--- config.mk ---
export PLATFORM = sky130hd
export DESIGN_NAME = fbc_control
export DESIGN_NICKNAME = d
export VERILOG_FILES = /design/src/fbc_regs.v /design/src/fbc_control.v
export VERILOG_INCLUDE_DIRS = /design/src
export SDC_FILE = /design/constraint.sdc
export NUM_CORES = 1
export LEC_CHECK = 0
export ABC_AREA = 1
export ABC_CLOCK_PERIOD_IN_PS = 1800
export BUFFER_PORTS_ARGS = -buffer_cell sky130_fd_sc_hd__clkbuf_2
export CAP_MARGIN = 20
export CELL_PAD_IN_SITES_DETAIL_PLACEMENT = 1
export CELL_PAD_IN_SITES_GLOBAL_PLACEMENT = 1
export CORE_ASPECT_RATIO = 0.8
export CORE_MARGIN = 5
export CORE_UTILIZATION = 46
export DETAILED_ROUTE_END_ITERATION = 16
export GPL_ROUTABILITY_DRIVEN = 0
export PLACE_DENSITY_LB_ADDON = 0.08
export SLEW_MARGIN = 40
export SYNTH_ARGS = -nofsm -noshare
export SYNTH_HDL_FRONTEND = slang
export SYNTH_SLANG_ARGS = --single-unit
--- constraint.sdc ---
create_clock -name i_mclk -period 1.8 [get_ports i_mclk]
set_clock_uncertainty 0.15 [all_clocks]
set_input_delay 0.18 -clock i_mclk [delete_from_list [all_inputs] [get_ports i_mclk]]
set_output_delay 0.18 -clock i_mclk [all_outputs]
set_load 0.005 [all_outputs]
--- src/fbc_map.vh ---
`ifndef FBC_MAP_VH
`define FBC_MAP_VH
// Register addresses
`define FBC_A_GAIN 7'h00
`define FBC_A_DRIVE 7'h01
`define FBC_A_LOAD 7'h02
`define FBC_A_RUN 7'h03
`define FBC_A_SRC 7'h05
`define FBC_A_LOWSW 7'h06
`define FBC_A_EN0 7'h07
`define FBC_A_EN1 7'h08
`define FBC_A_STR0 7'h09
`define FBC_A_STR1 7'h0A
`define FBC_A_ID 7'h11
// Reset values
`define FBC_R_GAIN 8'h00
`define FBC_R_DRIVE 8'h03
`define FBC_R_LOAD 8'h80
`define FBC_R_RUN 8'hFF
`define FBC_R_SRC 8'h00
`define FBC_R_LOWSW 8'h00
`define FBC_R_EN 8'h1F
`define FBC_R_STR 8'h00
// Fixed load code in hardware mode (8 pF)
`define FBC_HW_LOAD 8'h80
// Frame field lengths
`define FBC_ADDR_BITS 7
`define FBC_DATA_BITS 8
// Arbitrary identity value
`define FBC_ID_VALUE 8'h5A
`endif

--- src/fbc_regs.v ---
`timescale 1ns/1ps
// Small register file; read data come out of a register
module fbc_regs #(
  parameter DEPTH = 16
) (
  input wire i_mclk,
  input wire i_nrst,
  input wire i_we,
  input wire [3:0] i_waddr,
  input wire [7:0] i_wdata,
  input wire [3:0] i_raddr,
  output reg [7:0] o_rdata,
  output wire [8*DEPTH-1:0] o_flat
);
`include "fbc_map.vh"
  reg [7:0] mem [0:DEPTH-1];
  genvar g;

  // -------------------------------
  // Storage with documented resets
  // -------------------------------
  generate
    for (g = 0; g < DEPTH; g = g + 1) begin : gen_cell
      always @(posedge i_mclk or negedge i_nrst) begin
        if (!i_nrst) begin
          case (g)
            0: mem[g] <= `FBC_R_GAIN;
            1: mem[g] <= `FBC_R_DRIVE;
            2: mem[g] <= `FBC_R_LOAD;
            3: mem[g] <= `FBC_R_RUN;
            7: mem[g] <= `FBC_R_EN;
            8: mem[g] <= `FBC_R_EN;
            default: mem[g] <= 8'h00;
          endcase
        end else if (i_we && i_waddr == g) begin
          mem[g] <= i_wdata;
        end
      end
      assign o_flat[8*g+7:8*g] = mem[g];
    end
  endgenerate

  // Registered read port
  always @(posedge i_mclk or negedge i_nrst) begin
    if (!i_nrst) begin
      o_rdata <= 8'h00;
    end else begin
      o_rdata <= mem[i_raddr];
    end
  end
endmodule

--- src/fbc_control.v ---
`timescale 1ns/1ps
// Overview of operation
// Strap low: pins configure source and enable
// Strap high: serial port configures everything
// Board keeps strap fixed while powered
// Pick pins map to four reference sources
// Low pick pin is serial clock
// High pick pin carries command, address, data
// Read data shifted out serial pin
// Outputs-on pin is active-low chip select
// Hardware mode: outputs-on gates all outputs
// Serial mode: one enable bit per output
// Per-output drive strength from software
// Serial load cap 0 to 21.75 pF
// Software gain eight steps, resistor six
// Hardware mode load fixed at 8 pF
// Frame: flag, seven address, eight data
// Clock level at select picks bit order
// Held select auto-increments address
// Half duplex: input ignored during reads
// Strap sampled once after reset
module fbc_control (
  input wire i_mclk,
  input wire i_nrst,
  input wire i_mode_strap,
  input wire i_source_pick_low,
  input wire i_source_pick_high,
  input wire i_outputs_on,
  output reg o_serial_mode,
  output reg [1:0] o_source_sel,
  output reg [9:0] o_fanout_enable,
  output reg [9:0] o_drive_strong,
  output reg [7:0] o_xtal_load,
  output reg [7:0] o_xtal_gain,
  output reg [7:0] o_xtal_drive,
  output reg o_xtal_normal_run,
  output reg o_output_drive_low,
  output reg o_serial_out_pin,
  output reg o_serial_out_oe
);
`include "fbc_map.vh"
  localparam ST_IDLE = 2'd0;
  localparam ST_ADDR = 2'd1;
  localparam ST_DATA = 2'd2;

  // -------------------------------
  // Pin synchronisers
  // -------------------------------
  reg [3:0] sync1;
  reg [3:0] sync2;
  always @(posedge i_mclk or negedge i_nrst) begin
    if (!i_nrst) begin
      sync1 <= 4'h0;
      sync2 <= 4'h0;
    end else begin
      sync1 <= {i_mode_strap, i_outputs_on, i_source_pick_high, i_source_pick_low};
      sync2 <= sync1;
    end
  end
  wire sck = sync2[0];
  wire sdi = sync2[1];
  wire csn = sync2[2];
  wire strap = sync2[3];

  // Strap caught once after release; a later change needs a reset
  // Capture waits until both synchroniser stages hold the real pin level
  reg [1:0] settle;
  reg strap_taken;
  reg mode;
  always @(posedge i_mclk or negedge i_nrst) begin
    if (!i_nrst) begin
      settle <= 2'h0;
      strap_taken <= 1'b0;
      mode <= 1'b0;
    end else if (!strap_taken) begin
      if (settle == 2'h2) begin
        strap_taken <= 1'b1;
        mode <= strap;
      end else begin
        settle <= settle + 2'h1;
      end
    end
  end

  // -------------------------------
  // Serial client
  // -------------------------------
  reg sck_d;
  reg csn_d;
  reg lsb_first;
  reg is_read;
  reg [1:0] state;
  reg [3:0] bitcnt;
  reg [6:0] addr;
  reg [7:0] shreg;
  reg [7:0] txreg;
  reg we;
  reg [7:0] wdata;
  reg [3:0] waddr;
  reg load_tx;
  wire [7:0] rdata;
  wire [127:0] flat;
  wire active = mode && strap_taken && !csn;
  wire rise = active && sck && !sck_d;
  wire fall = active && !sck && sck_d;
  wire start = mode && strap_taken && csn_d && !csn;
  // Incoming bit placed by order
  wire [7:0] next_shreg = lsb_first ? {sdi, shreg[7:1]} : {shreg[6:0], sdi};

  // Read data for addresses the store does not cover
  function [7:0] fbc_read_map;
    input [6:0] a;
    input [7:0] mem_q;
    begin
      if (a == `FBC_A_ID) begin
        fbc_read_map = `FBC_ID_VALUE;
      end else if (a < 7'h10) begin
        fbc_read_map = mem_q;
      end else begin
        fbc_read_map = 8'h00;
      end
    end
  endfunction

  fbc_regs #(.DEPTH(16)) u_regs (
    .i_mclk(i_mclk),
    .i_nrst(i_nrst),
    .i_we(we),
    .i_waddr(waddr),
    .i_wdata(wdata),
    .i_raddr(addr[3:0]),
    .o_rdata(rdata),
    .o_flat(flat)
  );

  // Frame sequencer: flag, address, data bytes with auto-increment
  always @(posedge i_mclk or negedge i_nrst) begin
    if (!i_nrst) begin
      sck_d <= 1'b0;
      csn_d <= 1'b1;
      lsb_first <= 1'b0;
      is_read <= 1'b0;
      state <= ST_IDLE;
      bitcnt <= 4'h0;
      addr <= 7'h00;
      shreg <= 8'h00;
      we <= 1'b0;
      wdata <= 8'h00;
      waddr <= 4'h0;
      load_tx <= 1'b0;
    end else begin
      sck_d <= sck;
      csn_d <= csn;
      we <= 1'b0;
      load_tx <= 1'b0;
      if (start) begin
        lsb_first <= sck;
        state <= ST_IDLE;
        bitcnt <= 4'h0;
      end else if (!active) begin
        state <= ST_IDLE;
        bitcnt <= 4'h0;
      end else if (rise) begin
        shreg <= next_shreg;
        case (state)
          ST_IDLE: begin
            // Flag sits in its own slot ahead of the address
            is_read <= sdi;
            state <= ST_ADDR;
            bitcnt <= 4'h0;
          end
          ST_ADDR: begin
            if (bitcnt == `FBC_ADDR_BITS - 1) begin
              addr <= lsb_first ? next_shreg[7:1] : next_shreg[6:0];
              state <= ST_DATA;
              bitcnt <= 4'h0;
              load_tx <= is_read;
            end else begin
              bitcnt <= bitcnt + 4'h1;
            end
          end
          default: begin
            if (bitcnt == `FBC_DATA_BITS - 1) begin
              bitcnt <= 4'h0;
              // Writes beyond the store are dropped; reads ignore input
              if (!is_read && addr < 7'h10) begin
                we <= 1'b1;
                waddr <= addr[3:0];
                wdata <= next_shreg;
              end
              addr <= addr + 7'h01;
              load_tx <= is_read;
            end else begin
              bitcnt <= bitcnt + 4'h1;
            end
          end
        endcase
      end
    end
  end

  // Output shifter: load lags one cycle for registered read data
  reg load_tx_d;
  wire [7:0] rd_byte = fbc_read_map(addr, rdata);
  // First fall of a byte keeps the freshly loaded bit; only later falls shift
  always @(posedge i_mclk or negedge i_nrst) begin
    if (!i_nrst) begin
      load_tx_d <= 1'b0;
      txreg <= 8'h00;
      o_serial_out_pin <= 1'b0;
      o_serial_out_oe <= 1'b0;
    end else begin
      load_tx_d <= load_tx;
      o_serial_out_oe <= active && is_read && state == ST_DATA;
      if (load_tx_d) begin
        txreg <= rd_byte;
        o_serial_out_pin <= lsb_first ? rd_byte[0] : rd_byte[7];
      end else if (fall && state == ST_DATA && is_read && bitcnt != 4'h0) begin
        txreg <= lsb_first ? {1'b0, txreg[7:1]} : {txreg[6:0], 1'b0};
        o_serial_out_pin <= lsb_first ? txreg[1] : txreg[6];
      end
    end
  end

  // -------------------------------
  // Configuration outputs
  // -------------------------------
  always @(posedge i_mclk or negedge i_nrst) begin
    if (!i_nrst) begin
      o_serial_mode <= 1'b0;
      o_source_sel <= 2'b00;
      o_fanout_enable <= 10'h000;
      o_drive_strong <= 10'h000;
      o_xtal_load <= `FBC_HW_LOAD;
      o_xtal_gain <= `FBC_R_GAIN;
      o_xtal_drive <= `FBC_R_DRIVE;
      o_xtal_normal_run <= 1'b1;
      o_output_drive_low <= 1'b0;
    end else if (mode) begin
      o_serial_mode <= 1'b1;
      o_source_sel <= flat[8*5+1:8*5];
      o_fanout_enable <= {flat[8*8+4:8*8], flat[8*7+4:8*7]};
      o_drive_strong <= {flat[8*10+4:8*10], flat[8*9+4:8*9]};
      o_xtal_load <= flat[8*2+7:8*2];
      o_xtal_gain <= flat[7:0];
      o_xtal_drive <= flat[8*1+7:8*1];
      o_xtal_normal_run <= flat[8*3];
      o_output_drive_low <= flat[8*6];
    end else begin
      o_serial_mode <= 1'b0;
      o_source_sel <= {sdi, sck};
      o_fanout_enable <= {10{csn}};
      o_drive_strong <= {flat[8*10+4:8*10], flat[8*9+4:8*9]};
      o_xtal_load <= `FBC_HW_LOAD;
      o_xtal_gain <= `FBC_R_GAIN;
      o_xtal_drive <= `FBC_R_DRIVE;
      o_xtal_normal_run <= 1'b1;
      o_output_drive_low <= 1'b0;
    end
  end
endmodule

Word-level counts from Yosys, hierarchy flattened. Cells that the tools add are included. Widths: inputs -> output; s select.

RAM bits: 0. Memory bits (read-only): 0. Memories: 0. Flip-flop bits (word level): 247. Bits in latches: 0.

Multiplexer cells: 50. Equal/unequal tests: 25. Div/mod/pow operators: 0. $mul: 0. Bitwise gates (word level): 6. Add/subtract/negate cells: 3. Reductions and logical operators: 47. Magnitude comparators: 2. Shift operators: 0.

Operators with widths (count): $mux 8 (11); $bmux 8 s4 (1); $eq 4x4->1 const B (8); $logic_and 1x1->1 (30); $eq 4x3->1 const B (6); $mux 7 (3); $mux 1 (20); $mux 4 (5); $pmux 7 s2 (1); $reduce_and 6->1 (2); $mux 10 (1); $mux 2 (5); $eq 4x2->1 const B (2); $pmux 4 s2 (1); $add 7x1->7 const B (1); $eq 7x5->1 const B (1); $lt 7x5->1 const B (1); $reduce_and 3->1 (2); $ge 5x5->1 const B (1); $not 1->1 (5); $not 4->5 (1); $add 4x1->4 const B (1); $eq 2x2->1 const B (2); $eq 4x1->1 const B (1); 16 further kinds (21).

Logic depth before layout (Yosys ltp). Gate-level depths: netlist of the first run.

Word-level depth: 9. Mapped depth: 11. Depth with buffers taken out: 10.

Cells and area by module. A second synthesis of the first run with hierarchy kept.

Cell total of the unflattened synthesis: 1345. Area total of the unflattened synthesis: 11066.9 um2.

By module, submodules not included: fbc_regs (cells an instance 845, area each 6501.2 um2, instances 1, sequential area each 3429.5 um2); fbc_control (cells an instance 500, area each 4565.6 um2, instances 1, sequential area each 2783.9 um2).

Worst setup path before layout of the first run. No wires, ideal clock.

Path kind: register to register. Start: register addr[1]. End: register txreg[3]. Stages on the path, launching flop included: 12. Slack: 0.206 ns. Period minus slack after synthesis: 1.594 ns. Arrival time: 1.378 ns. Buffers on the path: 1. Cells stage by stage: dfrtp_1 > clkinv_1 > clkbuf_1 > ha_1 > nand2_1 > inv_1 > nand3_1 > nand2_1 > nor2_1 > nor2_1 > nand2_1 > nand2_1.

Cells in the longest elaborated chain, start to end: 4.

Ends and longest elaborated chain: start, declared (line fbc_control.v:94) `reg [6:0] addr;`; start signal, assigned (line fbc_control.v:174) `addr <= lsb_first ? next_shreg[7:1] : next_shreg[6:0];`; start signal, assigned (line fbc_control.v:191) `addr <= addr + 7'h01;`; $lt 7x5->1 (line fbc_control.v:117) `end else if (a < 7'h10) begin`; $mux 8 (line fbc_control.v:117); $mux 8 (*) (line fbc_control.v:115) `` if (a == `FBC_A_ID) begin ``; $mux 8 (*) (line fbc_control.v:215) `if (load_tx_d) begin`; end signal, assigned (line fbc_control.v:216) `txreg <= rd_byte;`; end signal, assigned (line fbc_control.v:219) `txreg <= lsb_first ? {1'b0, txreg[7:1]} : {txreg[6:0], 1'b0};`; end, declared (line fbc_control.v:96) `reg [7:0] txreg;`.

Every way passes the cells marked *; elsewhere a longest branch is shown, timed or not. A chain may end at the register's enable or synchronous reset.

Worst setup path in the final report of the first run.
Start: register bitcnt[1]. End: register wdata[1].

Cells in the longest elaborated chain, start to end: 2.

Ends and longest elaborated chain: start, declared (line fbc_control.v:93) `reg [3:0] bitcnt;`; start signal, assigned (line fbc_control.v:179) `bitcnt <= bitcnt + 4'h1;`; start signal, assigned (line fbc_control.v:194) `bitcnt <= bitcnt + 4'h1;`; $eq 4x3->1 (line fbc_control.v:183) `` if (bitcnt == `FBC_DATA_BITS - 1) begin ``; $reduce_and 6->1 (no line); end signal, assigned (line fbc_control.v:189) `wdata <= next_shreg;`; end, declared (line fbc_control.v:98) `reg [7:0] wdata;`.

No other way between the ends.

==> out/qor.log, run 1 <==
INFO  detailed_routing wl_met1=16200µm
INFO  timing         number_of_setup_violations_in_the_final_report=0
INFO  cells_and_area layout-drive-gt1-share=0.166
INFO  floorplan      chipHeight=147µm
INFO  yosys          synth.avg_cell_area=8.40µm²
INFO  global_routing grt_usage=0.247
INFO  detailed_routing wl_per_cell=18.9µm
INFO  yosys          synthesis.nets=1288
INFO  detailed_routing dr.max_layer_used=met4
INFO  global_routing grt_pass1_wl=52400µm
INFO  detailed_routing num_vias=8910
INFO  yosys          yosys_register_bits=247
INFO  worst_setup_path crit_path_max_fanout=25
INFO  worst_setup_path setup.worst_path.end_class=register
INFO  detailed_routing met3_wirelength=1320µm
INFO  placed_design  place_area=11800µm²
INFO  timing         hold_slack=135ps
INFO  clock_network  cts_made_buffers=26
INFO  cells_and_area largest_reg_flops=128
INFO  global_routing number_of_antenna_violations_at_the_first_check_in_global_routing=0
INFO  global_routing grt_max_degree=41
INFO  detailed_routing drt_first_pass_iters=5
INFO  yosys          synth_cell_type_count=30
INFO  timing         tightest_slew=444ps
INFO  floorplan      design.die.area=26500µm²
INFO  floorplan      die_x=181µm
INFO  clock_network  cts_tree=yes
INFO  power          maximum_vdd_drop=629µV
INFO  cells_and_area sequential_cell_area=6220µm²
INFO  timing         setup_tns=0ps
INFO  timing         finalCritPeriodShare=0.963
INFO  timing         max_freq=577MHz
INFO  detailed_routing drt-initial-drc-count=592
INFO  placed_design  post_detail_place_hpwl=22100µm
INFO  timing         final-max-slew-violation-count=0
INFO  worst_setup_path required_time_of_the_worst_setup_path=2050ps
INFO  clock_network  clock_sinks=247
INFO  worst_setup_path arrival=1990ps
INFO  yosys          syn-cell-area=10700µm²
INFO  timing         finalHoldViolCount=0
INFO  clock_network  h-tree-depth=1
INFO  worst_setup_path r2r_cells=7
INFO  placed_design  port_buffer_count=56
INFO  detailed_routing postRouteAntennaNets=0
INFO  cells_and_area layout-area-overhead-vs-synth=20.1%
INFO  hold_path      min_path_cells=2
INFO  yosys          synth_cells=1276
INFO  power          leakage=6.31nW
INFO  power          p_per_area=929nW/µm²
INFO  floorplan      core=23100µm²
INFO  timing         tmin_final=1730ps
INFO  floorplan      floorplan.initialDensity=0.463
INFO  detailed_routing detail_route.wirelength=32400µm
INFO  worst_setup_path worst-setup-path-type=register to register
INFO  clock_network  clk_pin_slew=60ps
INFO  clock_network  worstSkewPairLatency=540ps
INFO  global_routing grt_pass1_vias=9180
INFO  clock_network  cts.root.buffer_cell=sky130_fd_sc_hd__clkbuf_16
INFO  floorplan      number_of_top_level_pins=57
INFO  cells_and_area nets=1394
INFO  hold_path      hold_path_class=primary input to register
INFO  detailed_routing avgViaCountPerCell=5.20
INFO  detailed_routing wl_met2=14200µm
INFO  floorplan      floorplan.rows=50
INFO  cells_and_area fillerInstances=2800
INFO  cells_and_area design_area=12900µm²
INFO  status         status=complete, no violations
INFO  timing         max_slew_margin=0.703
INFO  cells_and_area multiInputGateArea=3780µm²
INFO  job            cap_viol_max_count=0
INFO  detailed_routing drc_errors_left=0
INFO  timing         unrepaired_setup_endpoints_after_global_routing=true
INFO  yosys          ys_seq_area_frac=0.580
INFO  global_routing grt_ovf=0
INFO  yosys          ys_warn_count=0
INFO  cells_and_area number_of_inserted_diodes=0
INFO  clock_network  cts_max_path_buffers=3
INFO  worst_setup_path worstSetupStartpointType=register
==> cell usage after synthesis, drive strengths merged <==
library cell	count	area (µm²)
nand2	414	1570
dfrtp	221	5530
o21ai	219	1100
inv	130	488
nor2	116	463
clkbuf	34	130
nand3	27	140
buf	26	130
dfstp	26	683
o211ai	25	188
a21oi	7	35.0
nand4	7	50.1
ha	6	75.1
nor3	5	51.3
o22ai	5	31.3
a22oi	2	15.0
clkinv	2	7.51
xor2	2	17.5
o21bai	1	7.51
xnor2	1	8.76
==> what timing repair did <==
action / in CTS / in global routing
resized for setup: 4 / 15
hold buffers: 7 / 0
endpoints found under the setup margin: 12 / 27
gates cloned: 0 / 0
buffers inserted: 2 / 4
endpoints found under the hold margin: 239 / 0
pin swaps: 2 / 5
==> metal layers <==
| metal | vias up | track usage |
|---|---|---|
| met5 | - | 0 |
| met4 | 0 | 0.0529 |
| met3 | 54 | 0.0359 |
| met2 | 151 | 0.378 |
| met1 | 4452 | 0.378 |
| li1 | 4253 | - |
==> worst max-delay path: stages (launching register included) <==
cell	delay, ps
sky130_fd_sc_hd__dfrtp_1	390
sky130_fd_sc_hd__ha_2	200
sky130_fd_sc_hd__nand4_1	190
sky130_fd_sc_hd__nor3_2	240
sky130_fd_sc_hd__nand2_2	90
sky130_fd_sc_hd__buf_12	170
sky130_fd_sc_hd__nand2_1	70
sky130_fd_sc_hd__o21ai_0	90
==> final cells by class <==
class | instances | share of cell area
Sequential cell | 247 | 0.483
Multi-Input combinational cell | 837 | 0.294
Timing Repair Buffer | 138 | 0.0855
Clock buffer | 36 | 0.0574
Inverter | 132 | 0.0385
Tap cell | 312 | 0.0303
Clock inverter | 11 | 0.0115
==> cell usage in the layout (no fill, tap or decap), types with 6 or more instances in the layout <==
| cell type | synthesis | layout |
|---|---|---|
| sky130_fd_sc_hd__nor2_1 | 109 | 106 |
| sky130_fd_sc_hd__o21ai_0 | 181 | 174 |
| sky130_fd_sc_hd__buf_4 | 0 | 61 |
| sky130_fd_sc_hd__dfrtp_1 | 221 | 219 |
| sky130_fd_sc_hd__inv_1 | 127 | 127 |
| sky130_fd_sc_hd__buf_12 | 0 | 14 |
| sky130_fd_sc_hd__clkbuf_16 | 0 | 26 |
| sky130_fd_sc_hd__nand4_1 | 6 | 6 |
| sky130_fd_sc_hd__a21oi_1 | 7 | 7 |
| sky130_fd_sc_hd__nand2_1 | 407 | 404 |
| sky130_fd_sc_hd__dfstp_2 | 26 | 26 |
| sky130_fd_sc_hd__clkbuf_2 | 2 | 55 |
| sky130_fd_sc_hd__nand2_2 | 7 | 10 |
| sky130_fd_sc_hd__nor2_2 | 5 | 7 |
| sky130_fd_sc_hd__o211ai_1 | 25 | 25 |
| sky130_fd_sc_hd__o21ai_1 | 38 | 44 |
| sky130_fd_sc_hd__nand3_1 | 26 | 26 |
| sky130_fd_sc_hd__dlygate4sd3_1 | 0 | 6 |
==> per-stage QoR <==
step / setup slack (ps) / std cells / power [W] / utilization
6_report: 66.9 / 1713 / 0.0120 / 0.556
5_1_grt: -28.4 / 1713 / 0.0124 / 0.556
4_1_cts: 30.1 / 1709 / 0.0120 / 0.553
3_5_place_dp: -65.1 / 1653 / 0.00647 / 0.510
3_3_place_gp: -53.8 / 1653 / 0.00646 / 0.510
2_1_floorplan: 206 / 1276 / 0.00608 / -
==> power breakdown <==
group | switching [W] | internal, W | total (W)
logic | 0.000454 | 0.000253 | 0.000706
registers | 0.0000655 | 0.00563 | 0.00570
clock network | 0.00225 | 0.00330 | 0.00555
total | 0.00277 | 0.00918 | 0.0120
==> kinds of logic after synthesis <==
family / count (synthesis) / synth area share
compound gates: 259 / 0.128
xor+xnor: 3 / 0.00245
fa+ha+maj: 6 / 0.00700
buf+inv: 192 / 0.0705
flops: 247 / 0.580
simple gates: 569 / 0.212
==> worst paths after layout <==
path | slack (ps) | start | end
worst max register to register | 70 | bitcnt[1] | wdata[1]
worst min register to register | 200 | sync1[1] | sync2[1]
max in group asynchronous | 440 | i_nrst | u_regs.o_flat[113]
worst max-delay path | 70 | bitcnt[1] | wdata[1]
worst min-delay path | 130 | i_source_pick_low | sync1[0]
min in group asynchronous | 180 | i_nrst | u_regs.o_flat[27]
(Power assumes the default switching activity.)
==> run 2: changes to the inputs <==
--- a/config.mk
+++ b/config.mk
@@ -17,7 +17,7 @@
 export CORE_UTILIZATION = 46
 export DETAILED_ROUTE_END_ITERATION = 16
 export GPL_ROUTABILITY_DRIVEN = 0
-export PLACE_DENSITY_LB_ADDON = 0.08
+export PLACE_DENSITY = 0.78
 export SLEW_MARGIN = 40
 export SYNTH_ARGS = -nofsm -noshare
 export SYNTH_HDL_FRONTEND = slang
==> run 2 against run 1 <==
The flow now finishes with violations (setup timing); global-route usage is 0.73 points higher; via count is 3.4% higher; highest routed layer unchanged; clock-buffer cell count stayed put; sequential share of layout area is 0.29 points lower; critical endpoint is now addr[3]; power is 7.0% higher; die area stayed put; final area is 0.62% higher; fmax is 5.1% lower.
==> out/qor.log, run 2 (synthesis gave the netlist of run 1 again) <==
INFO  timing         tmin_final=1830ps [+92.6 ps]
INFO  power          leakage=6.34nW [+0.49%]
INFO  cells_and_area nets=1386 [-0.57%]
INFO  floorplan      design.die.area=26500µm² [unchanged]
INFO  clock_network  worstSkewPairLatency=540ps [about the same]
INFO  placed_design  place_area=11700µm² [-0.66%]
INFO  global_routing grt_pass1_vias=9782 [+6.6%]
INFO  status         failing_checks=setup timing
INFO  clock_network  h-tree-depth=1 [unchanged]
INFO  worst_setup_path crit_path_max_fanout=5 [-80%]
INFO  global_routing number_of_antenna_violations_at_the_first_check_in_global_routing=1 [+1]
INFO  job            cap_viol_max_count=0 [unchanged]
INFO  clock_network  clk_pin_slew=70ps [about the same]
INFO  floorplan      core=23100µm² [unchanged]
INFO  worst_setup_path arrival=2140ps [+150 ps]
INFO  global_routing grt_ovf=0 [unchanged]
INFO  detailed_routing detail_route.wirelength=33900µm [+4.5%]
INFO  hold_path      timing.hold.worst.start=i_source_pick_low
INFO  timing         final-max-slew-violation-count=0 [unchanged]
INFO  cells_and_area most-common-layout-cells=403 x sky130_fd_sc_hd__nand2_1, 218 x sky130_fd_sc_hd__dfrtp_1, 176 x sky130_fd_sc_hd__o21ai_0
INFO  detailed_routing drt_first_pass_iters=5 [unchanged]
INFO  global_routing grt_pass1_wl=54400µm [+3.9%]
INFO  global_routing grt_max_degree=53 [+29%]
INFO  worst_setup_path critical_path_stages=8 [+1]
INFO  floorplan      number_of_top_level_pins=57 [unchanged]
INFO  cells_and_area design_area=12900µm² [+0.62%]
INFO  worst_setup_path worstSetupStartpointType=register
INFO  power          post-layout-total-power=0.0128W [+7.0%]
INFO  placed_design  pre_cts_slack=-114ps [-49.1 ps]
INFO  floorplan      chipHeight=147µm [unchanged]
INFO  cells_and_area layout-area-overhead-vs-synth=20.8%
INFO  clock_network  cts_tree=yes
INFO  hold_path      min_path_cells=2 [unchanged]
INFO  worst_setup_path critical_path.reg2reg.startpoint=bitcnt[0]
INFO  detailed_routing avgViaCountPerCell=5.40 [+3.9%]
INFO  clock_network  cts_max_path_buffers=3 [unchanged]
INFO  cells_and_area sequential_cell_area=6220µm² [about the same]
INFO  worst_setup_path worst-setup-path-type=register to register
INFO  timing         unrepaired_setup_endpoints_after_global_routing=true
INFO  detailed_routing wl_per_cell=19.9µm [+5.0%]
INFO  timing         max_slew_margin=0.722 [+0.0190]
INFO  detailed_routing drc_errors_left=0 [unchanged]
INFO  power          maximum_vdd_drop=634µV [+0.68%]
INFO  placed_design  post_detail_place_hpwl=21800µm [-1.6%]
INFO  floorplan      floorplan.rows=50 [unchanged]
INFO  timing         tightest_slew=415ps [-29.2 ps]
INFO  cells_and_area multiInputGateArea=3840µm² [+1.5%]
INFO  worst_setup_path slack_of_the_worst_reg_to_reg_path=-30ps [-90 ps]
INFO  hold_path      hold_path_class=primary input to register
INFO  detailed_routing drt-initial-drc-count=791 [+34%]
INFO  cells_and_area layout-drive-gt1-share=0.168 [+0.00167]
INFO  timing         post-route-worst-setup-slack=-25.8ps [-92.6 ps]
INFO  power          p_per_area=987nW/µm² [+6.3%]
INFO  worst_setup_path r2r_cells=8 [+1]
INFO  timing         number_of_setup_violations_in_the_final_report=4 [+4]
INFO  floorplan      die_x=181µm [unchanged]
INFO  cells_and_area fillerInstances=2764 [-1.3%]
INFO  status         status=complete, but fails checks
INFO  worst_setup_path crit_start=bitcnt[0]
INFO  worst_setup_path critical-path-max-stage-delay=420ps [+30 ps]
INFO  clock_network  cts_made_buffers=26 [unchanged]
INFO  timing         finalCritPeriodShare=1.01 [+0.0515]
INFO  clock_network  clock_sinks=247 [unchanged]
INFO  placed_design  port_buffer_count=56 [unchanged]
INFO  worst_setup_path cp_num_buf_inv=1 [unchanged]
INFO  cells_and_area postLayoutCoreUtil=0.559 [+0.00346]
INFO  detailed_routing num_vias=9216 [+3.4%]
INFO  floorplan      floorplan.initialDensity=0.463 [unchanged]
INFO  worst_setup_path setup.worst_path.end_class=register
INFO  worst_setup_path cp_slowest_cell=sky130_fd_sc_hd__dfrtp_1
INFO  detailed_routing postRouteAntennaNets=0 [unchanged]
INFO  cells_and_area largest_reg_flops=128 [unchanged]
INFO  timing         max_freq=548MHz [-5.1%]
INFO  timing         finalHoldViolCount=0 [unchanged]
INFO  cells_and_area final_common_cell=sky130_fd_sc_hd__nand2_1
INFO  worst_setup_path required_time_of_the_worst_setup_path=2120ps [+70 ps]
INFO  timing         setup_tns=-49.5ps [-49.5 ps]
INFO  worst_setup_path path_cells=inv_1 -> ha_1 -> nand3_1 -> nand2_2 -> nand3_1 -> nor2_4 -> nand2_1 -> nand2_1
INFO  global_routing grt_usage=0.255 [+0.00730]
INFO  worst_setup_path cp_top_family=simple AND/OR/NAND/NOR gates
INFO  clock_network  cts.root.buffer_cell=sky130_fd_sc_hd__clkbuf_16
==> run 2: cell types whose count changed in the layout (fill, tap and decap cells not counted), sizes merged <==
cell	previous run	this run
nand2	414	416
bufinv	3	8
clkinv	9	4
diode	0	1
buf	77	67
==> run 2: layout make-up <==
cell class / count / area share
well taps: 312 / 0.0301
repair buffers: 128 / 0.0753
inverters: 132 / 0.0387
clock inverters: 11 / 0.0206
multi-input cells: 839 / 0.296
diodes: 1 / 0.000193
clock buffers: 36 / 0.0586
flip-flops and latches: 247 / 0.480
==> run 2: worst paths after layout <==
kind | end
setup / recovery | addr[3]
hold / removal | sync1[0]
setup reg to reg | addr[3]
hold reg to reg | sync2[3]
max in group asynchronous | csn_d
min in group asynchronous | u_regs.o_flat[114]
==> run 2: power breakdown <==
part           total, W  leakage [nW]  internal (W)  switching, W
registers       0.00570          3.30       0.00563     0.0000664
clock network   0.00640         0.502       0.00408       0.00232
logic          0.000689          2.54      0.000227      0.000461
==> run 2: through the flow <==
stage | hold WS (ps) | instances
3_3_place_gp | -77.8 | 1646
3_5_place_dp | -73.2 | 1646
2_1_floorplan | -266 | 1276
6_report | 139 | 1706
4_1_cts | 116 | 1700
5_1_grt | 139 | 1705
==> run 2: repair_timing <==
| action | in CTS | in global routing |
|---|---|---|
| setup buffers | 1 | 3 |
| hold buffers | 6 | 0 |
| endpoints found under the hold margin | 250 | 0 |
| gates cloned | 0 | 2 |
| resized for setup | 2 | 27 |
| pin swaps | 1 | 5 |
| setup endpoints to repair | 16 | 27 |
==> run 2: per-layer routing <==
layer,GRT usage,part of all wire
met1,0.375,0.46
met2,0.398,0.46
met3,0.0364,0.056
met4,0.0714,0.025
met5,0,0
